--- src/lcso_pkg.sv ---
package lcso_pkg;

  // Two storage elements per cell, four user output pads.
  localparam int unsigned NUM_ELEM = 2;
  localparam int unsigned NUM_PADS = 4;

  // Value of an element after reset: an initial load is pending.
  localparam logic RST_INIT_PEND = 1'b1;
  localparam logic RST_Q = 1'b0;
  localparam logic RST_CLK_PREV = 1'b0;

  // Soft start-up: outputs are held slew-limited for this many cycles.
  localparam int unsigned SOFT_START_CYCLES = 1;
  localparam int unsigned SOFT_CNT_W = 4;
  localparam logic [SOFT_CNT_W-1:0] SOFT_CNT_LAST = SOFT_CNT_W'(SOFT_START_CYCLES - 1);
  localparam logic [SOFT_CNT_W-1:0] RST_SOFT_CNT = 4'h0;

  // Reset values of the output side.
  localparam logic [NUM_PADS-1:0] RST_PAD_O = 4'h0;
  localparam logic [NUM_PADS-1:0] RST_PAD_OE_N = 4'hf;
  localparam logic [NUM_PADS-1:0] RST_PAD_FAST = 4'h0;
  localparam logic [2:0] RST_SYNC = 3'h0;
  localparam logic RST_FLOAT_PIN = 1'b0;

  typedef enum logic [1:0] {
    LCSO_UNCONF = 2'h0,
    LCSO_SOFT = 2'h1,
    LCSO_RUN = 2'h3
  } lcso_start_t;

endpackage

--- src/lcso_top.sv ---
module lcso_top (
  input wire logic clk,
  input wire logic rst_n,
  input wire logic cell_clk,
  input wire logic element_gate_enable,
  input wire logic [lcso_pkg::NUM_ELEM-1:0] gate_en_used,
  input wire logic set_reset_input,
  input wire logic set_reset_used,
  input wire logic global_init,
  input wire logic [lcso_pkg::NUM_ELEM-1:0] elem_d,
  input wire logic cfg_latch,
  input wire logic [lcso_pkg::NUM_ELEM-1:0] cfg_clk_inv,
  input wire logic [lcso_pkg::NUM_ELEM-1:0] cfg_init_set,
  output logic [lcso_pkg::NUM_ELEM-1:0] elem_q,
  input wire logic float_pin,
  input wire logic float_pin_inv,
  input wire logic float_from_node,
  input wire logic float_node,
  input wire logic bscan_en,
  input wire logic bscan_extest,
  input wire logic config_done,
  input wire logic [lcso_pkg::NUM_PADS-1:0] out_data,
  input wire logic [lcso_pkg::NUM_PADS-1:0] out_float,
  input wire logic [lcso_pkg::NUM_PADS-1:0] out_fast_cfg,
  output logic [lcso_pkg::NUM_PADS-1:0] pad_o,
  output logic [lcso_pkg::NUM_PADS-1:0] pad_oe_n,
  output logic [lcso_pkg::NUM_PADS-1:0] pad_fast,
  output logic global_output_float,
  output logic outputs_live
);

  typedef struct packed {
    logic [2:0] sync;
    logic float_pin_q;
    lcso_pkg::lcso_start_t start;
    logic [lcso_pkg::SOFT_CNT_W-1:0] soft_cnt;
    logic [lcso_pkg::NUM_PADS-1:0] pad_o;
    logic [lcso_pkg::NUM_PADS-1:0] pad_oe_n;
    logic [lcso_pkg::NUM_PADS-1:0] pad_fast;
  } lcso_top_st_t;

  lcso_top_st_t st_r;
  lcso_top_st_t st_nxt;
  logic float_src;
  logic float_eff;

  // True while start-up has not begun and every pad stays floated.
  function automatic logic lcso_is_unconf(input lcso_pkg::lcso_start_t s);
    return (s == lcso_pkg::LCSO_UNCONF);
  endfunction

  // Storage elements of the cell.
  genvar gi;
  generate
    for (gi = 0; gi < lcso_pkg::NUM_ELEM; gi++) begin : g_elem
      lcso_elem u_elem (
        .clk(clk),
        .rst_n(rst_n),
        .cell_clk(cell_clk),
        .element_gate_enable(element_gate_enable),
        .gate_en_used(gate_en_used[gi]),
        .set_reset_input(set_reset_input),
        .set_reset_used(set_reset_used),
        .global_init(global_init),
        .d(elem_d[gi]),
        .cfg_latch(cfg_latch),
        .cfg_clk_inv(cfg_clk_inv[gi]),
        .cfg_init_set(cfg_init_set[gi]),
        .q(elem_q[gi])
      );
    end
  endgenerate

  // Float source: the filtered pin, optionally inverted, or an internal node.
  assign float_src = float_from_node ? float_node : (st_r.float_pin_q ^ float_pin_inv);
  assign float_eff = float_src & ~(bscan_en & bscan_extest);

  always_comb begin
    st_nxt = st_r;
    st_nxt.sync = {st_r.sync[1:0], float_pin};
    if (st_r.sync[1] == st_r.sync[2]) begin
      st_nxt.float_pin_q = st_r.sync[2];
    end
    case (st_r.start)
      lcso_pkg::LCSO_UNCONF: begin
        if (config_done) begin
          st_nxt.start = lcso_pkg::LCSO_SOFT;
          st_nxt.soft_cnt = lcso_pkg::RST_SOFT_CNT;
        end
      end
      lcso_pkg::LCSO_SOFT: begin
        if (st_r.soft_cnt == lcso_pkg::SOFT_CNT_LAST) begin
          st_nxt.start = lcso_pkg::LCSO_RUN;
        end else begin
          st_nxt.soft_cnt = st_r.soft_cnt + 4'h1;
        end
      end
      lcso_pkg::LCSO_RUN: begin
        st_nxt.start = lcso_pkg::LCSO_RUN;
      end
      default: begin
        st_nxt.start = lcso_pkg::LCSO_UNCONF;
      end
    endcase
    // Pads are driven from the first activation on; the first one is slew limited.
    if (lcso_is_unconf(st_nxt.start)) begin
      st_nxt.pad_oe_n = lcso_pkg::RST_PAD_OE_N;
      st_nxt.pad_fast = lcso_pkg::RST_PAD_FAST;
    end else begin
      st_nxt.pad_oe_n = (out_float | {lcso_pkg::NUM_PADS{float_eff}});
      if (st_nxt.start == lcso_pkg::LCSO_SOFT) begin
        st_nxt.pad_fast = lcso_pkg::RST_PAD_FAST;
      end else begin
        st_nxt.pad_fast = out_fast_cfg;
      end
    end
    st_nxt.pad_o = out_data;
  end

  always_ff @(posedge clk or negedge rst_n) begin
    if (!rst_n) begin
      st_r <= '{sync: lcso_pkg::RST_SYNC, float_pin_q: lcso_pkg::RST_FLOAT_PIN, start: lcso_pkg::LCSO_UNCONF,
                soft_cnt: lcso_pkg::RST_SOFT_CNT, pad_o: lcso_pkg::RST_PAD_O, pad_oe_n: lcso_pkg::RST_PAD_OE_N,
                pad_fast: lcso_pkg::RST_PAD_FAST};
    end else begin
      st_r <= st_nxt;
    end
  end

  assign pad_o = st_r.pad_o;
  assign pad_oe_n = st_r.pad_oe_n;
  assign pad_fast = st_r.pad_fast;
  assign global_output_float = float_eff;
  assign outputs_live = ~lcso_is_unconf(st_r.start);

endmodule // lcso_top

--- src/lcso_elem.sv ---
module lcso_elem (
  input wire logic clk,
  input wire logic rst_n,
  input wire logic cell_clk,
  input wire logic element_gate_enable,
  input wire logic gate_en_used,
  input wire logic set_reset_input,
  input wire logic set_reset_used,
  input wire logic global_init,
  input wire logic d,
  input wire logic cfg_latch,
  input wire logic cfg_clk_inv,
  input wire logic cfg_init_set,
  output logic q
);

  typedef struct packed {
    logic clk_prev;
    logic q;
    logic init_pend;
  } lcso_elem_st_t;

  lcso_elem_st_t st_r;
  lcso_elem_st_t st_nxt;
  logic ck_eff;
  logic en_eff;
  logic sr_eff;
  logic force_init;

  // Per-element clock polarity; the enable has no inversion.
  assign ck_eff = cell_clk ^ cfg_clk_inv;
  assign en_eff = element_gate_enable | ~gate_en_used;
  assign sr_eff = set_reset_input & set_reset_used;
  assign force_init = st_r.init_pend | global_init | sr_eff;

  always_comb begin
    st_nxt = st_r;
    st_nxt.clk_prev = ck_eff;
    st_nxt.init_pend = 1'b0;
    if (force_init) begin
      st_nxt.q = cfg_init_set;
    end else if (!en_eff) begin
      st_nxt.q = st_r.q;
    end else if (cfg_latch) begin
      if (!ck_eff) begin
        st_nxt.q = d;
      end
    end else if (ck_eff && !st_r.clk_prev) begin
      st_nxt.q = d;
    end
  end

  always_ff @(posedge clk or negedge rst_n) begin
    if (!rst_n) begin
      st_r <= '{clk_prev: lcso_pkg::RST_CLK_PREV, q: lcso_pkg::RST_Q, init_pend: lcso_pkg::RST_INIT_PEND};
    end else begin
      st_r <= st_nxt;
    end
  end

  // The forced value shows at once, ahead of any edge or transparency.
  assign q = force_init ? cfg_init_set : st_r.q;

endmodule // lcso_elem

--- config.mk ---
export PLATFORM = sky130hd
export DESIGN_NAME = lcso_top
export DESIGN_NICKNAME = d
export VERILOG_FILES = /design/src/lcso_pkg.sv /design/src/lcso_top.sv /design/src/lcso_elem.sv
export SDC_FILE = /design/constraint.sdc
export NUM_CORES = 1
export LEC_CHECK = 0
export ABC_AREA = 1
export BUFFER_PORTS_ARGS = -buffer_cell sky130_fd_sc_hd__buf_2
export CAP_MARGIN = 20
export CORE_UTILIZATION = 52
export CTS_CLUSTER_DIAMETER = 200
export CTS_CLUSTER_SIZE = 24
export DETAILED_ROUTE_END_ITERATION = 12
export HOLD_SLACK_MARGIN = 0.02
export PLACE_DENSITY = 0.9
export SYNTH_ARGS = -nofsm -noshare
export SYNTH_HDL_FRONTEND = slang
export SYNTH_HIERARCHICAL = 1
export SYNTH_SLANG_ARGS = --single-unit
export TNS_END_PERCENT = 5
--- constraint.sdc ---
create_clock -name clk -period 3.5 [get_ports clk]
set_clock_uncertainty 0.05 [all_clocks]
set_input_delay 0.525 -clock clk [delete_from_list [all_inputs] [get_ports clk]]
set_output_delay 0.525 -clock clk [all_outputs]
set_load 0.005 [all_outputs]
==> metrics <==
CTS buffer count=3; Unique masters post-synth=21; Critical Path Sink=elem_q[1]; pins over their slew limit=0; hold_buf cts=0; Final Setup Violations=0; Setup WS post-layout=between 1500 and 2000 ps; Synth Instances=164; worst setup path category=flop to output port; DRC=0; Initial Util=around 55%; Worst R2R Setup Slack=2190 ps; I/O pin count=roughly 50; # diodes=0; initial antenna violation count=0; setup repair after global routing missed its margin=false; GPL Wtd Cong=between 0.7 and 0.8; Tmin final=~1900 ps; clk sinks=28; largest net degree at the start of global routing=29; Chip Height=roughly 53 um; area grow syn2layout=18.5%; CP arrival=between 1000 and 1500 ps; # nets final=244; Seq/Total Area, Yosys=between 50% and 60%; path depth of the worst reg2reg path=6; CTS clk-pin slew, worst paths=roughly 140 ps; Worst-Skew Late Latency=310 ps; vias per inst=around 4.6; FF-to-FF End=pad_fast[3]; Pre-Repair DR Iteration Count=4; gr usage total=19.1%; peak supply drop=between 0.0003 and 0.0004 V; worst-margin pin slew=approximately 570 ps; Buffers on Ports=50; Core Util, Final=64.7%; area of the core=2480 um2; Routed Antenna Nets=0; flops & latches, synth=28; P_leak=approximately 0.0009 uW; Cell Pwr Density=464 nW/um2; worst hold margin=between 100 and 150 ps; Hold WC Path Type=primary input to async pin; RR Startpoint=st_r[12]; worst endpoint required time=slightly below 3000 ps; setup TNS=0 ps; Post-synth EDFFs=0; number of global-route vias before repair=around 990; WL per Instance=roughly 9.5 um; yosys warns=6; global-route wire length before repair=a little under 4 mm; Place WS=between 1500 and 2000 ps; Avg Cell Area, Syn=approximately 8.2 um2; Rel. slew slack=around three fifths; count of final hold-check violations=0; clk root buf=clkbuf_4; GR Overflow Total=0; Worst Setup End Kind=output port; die area=2810 um2; CTS tree=built; status=complete, no violations; post-CTS sizing=0; asr flop ratio synth=100%; setup bufs post-CTS=0; WL final=between 2 and 2.5 mm; CP Launch Point=g_elem[1].u_elem/st_r[0]; period utilization=53.1%; vias=approximately 1100; number of placement rows=18; clk buf depth=2; crit path max fanout=6; H-Tree Depth=1; maxcap violations=0; drt initial violations=17; syn nets=approximately 200; die width=between 50 and 60 um; post-synthesis instance area=1350 um2; detailed placement HPWL=~1.9 mm; share of cells above drive strength 1=between 30% and 40%; FILL cells=around 230; Post-synth top flop=dfrtp_1; Setup crit start kind=flop; f_max=~0.54 GHz
## metrics by stage
step | area [um2] | cells | total power, uW
after floorplan | 1350 | 164 | 498
after global routing | 1600 | 236 | 795
after CTS | 1600 | 236 | 750
after detailed placement | 1550 | 232 | 549
after global placement | 1550 | 232 | 540
final | 1600 | 236 | 744
## cell usage after synthesis, types with 2 or more instances
library cell / count / area share [%]
and2_1: 2 / 0.92
buf_4: 12 / 6.7
conb_1: 2 / 0.56
dfrtp_1: 22 / 41
dfstp_2: 6 / 12
ha_1: 2 / 1.8
inv_1: 23 / 6.4
nand2_1: 44 / 12
nand2_2: 2 / 0.92
nand3_1: 12 / 4.4
nand3b_1: 2 / 1.1
nand4_1: 2 / 0.92
nor2_1: 22 / 6.1
nor2_2: 3 / 1.4
o21ai_0: 2 / 0.74
## state kept, by name, summed over array words and instances (netlist names)
signal and count:
g_elem.u_elem/st_r 6, pad_fast 4, pad_o 4, pad_oe_n 4
st_nxt 2, st_r 8
## final cells by class
type                    instances  area (um2)  share of cell area, %
repair buffers                 50         250                   15.6
clock buffers                   3        22.5                   1.41
multi-input cells             100         464                   29.0
inverters                      24        90.1                   5.62
flip-flops and latches         28         708                   44.2
clock inverters                 1        30.0                   1.87
well taps                      30        37.5                   2.34
## worst max-delay path: stages (launching register included)
cell	delay, ps
dfstp_2	560
nor2_2	40
nand2_2	90
nand2_1	70
o21ai_0	80
buf_2	140
## cell usage in the layout (no fill, tap or decap), drive strengths merged, types with 2 or more instances in the layout
cell type and count:
nor2 26, and2 2, dfstp 6, nand2 46, o21ai 2, nand3 12
dfrtp 22, buf 50, inv 24, ha 2, conb 2, clkbuf 3
nand3b 2, nand4 2
## cells by family after synthesis
group	after synthesis	share of synthesized area (%)
other cells	2	0.555
fa+ha+maj	3	2.59
simple gates	90	28.9
flops	28	52.4
buf+inv	36	13.3
compound gates	4	1.67
xor+xnor	1	0.648
## per-layer routing
layer | share of wire [%] | global-route usage [%] | up-vias
met1 | 45 | 23.0 | 476
met2 | 45 | 33.5 | 44
met3 | 8.1 | 4.02 | 4
li1 | - | - | 563
met4 | 1.1 | 6.58 | 0
met5 | 0 | 0 | -
## how the worst min path moves through the flow
stage	to	slack, ps	cells past startpoint
3_5_place_dp	st_nxt[21]	300	0
2_1_floorplan	g_elem[0].u_elem/st_r[1]	180	0
3_3_place_gp	st_nxt[21]	300	0
5_1_grt	st_nxt[20]	170	1
6_report	st_nxt[20]	130	1
4_1_cts	st_nxt[20]	150	1
## power by group
part           switching (uW)  internal (uW)  total (uW)
Combinational            91.3           64.0         155
Clock                    86.8            116         202
Sequential               23.7            363         387
Total                     202            542         744
(Power assumes the default switching activity.)
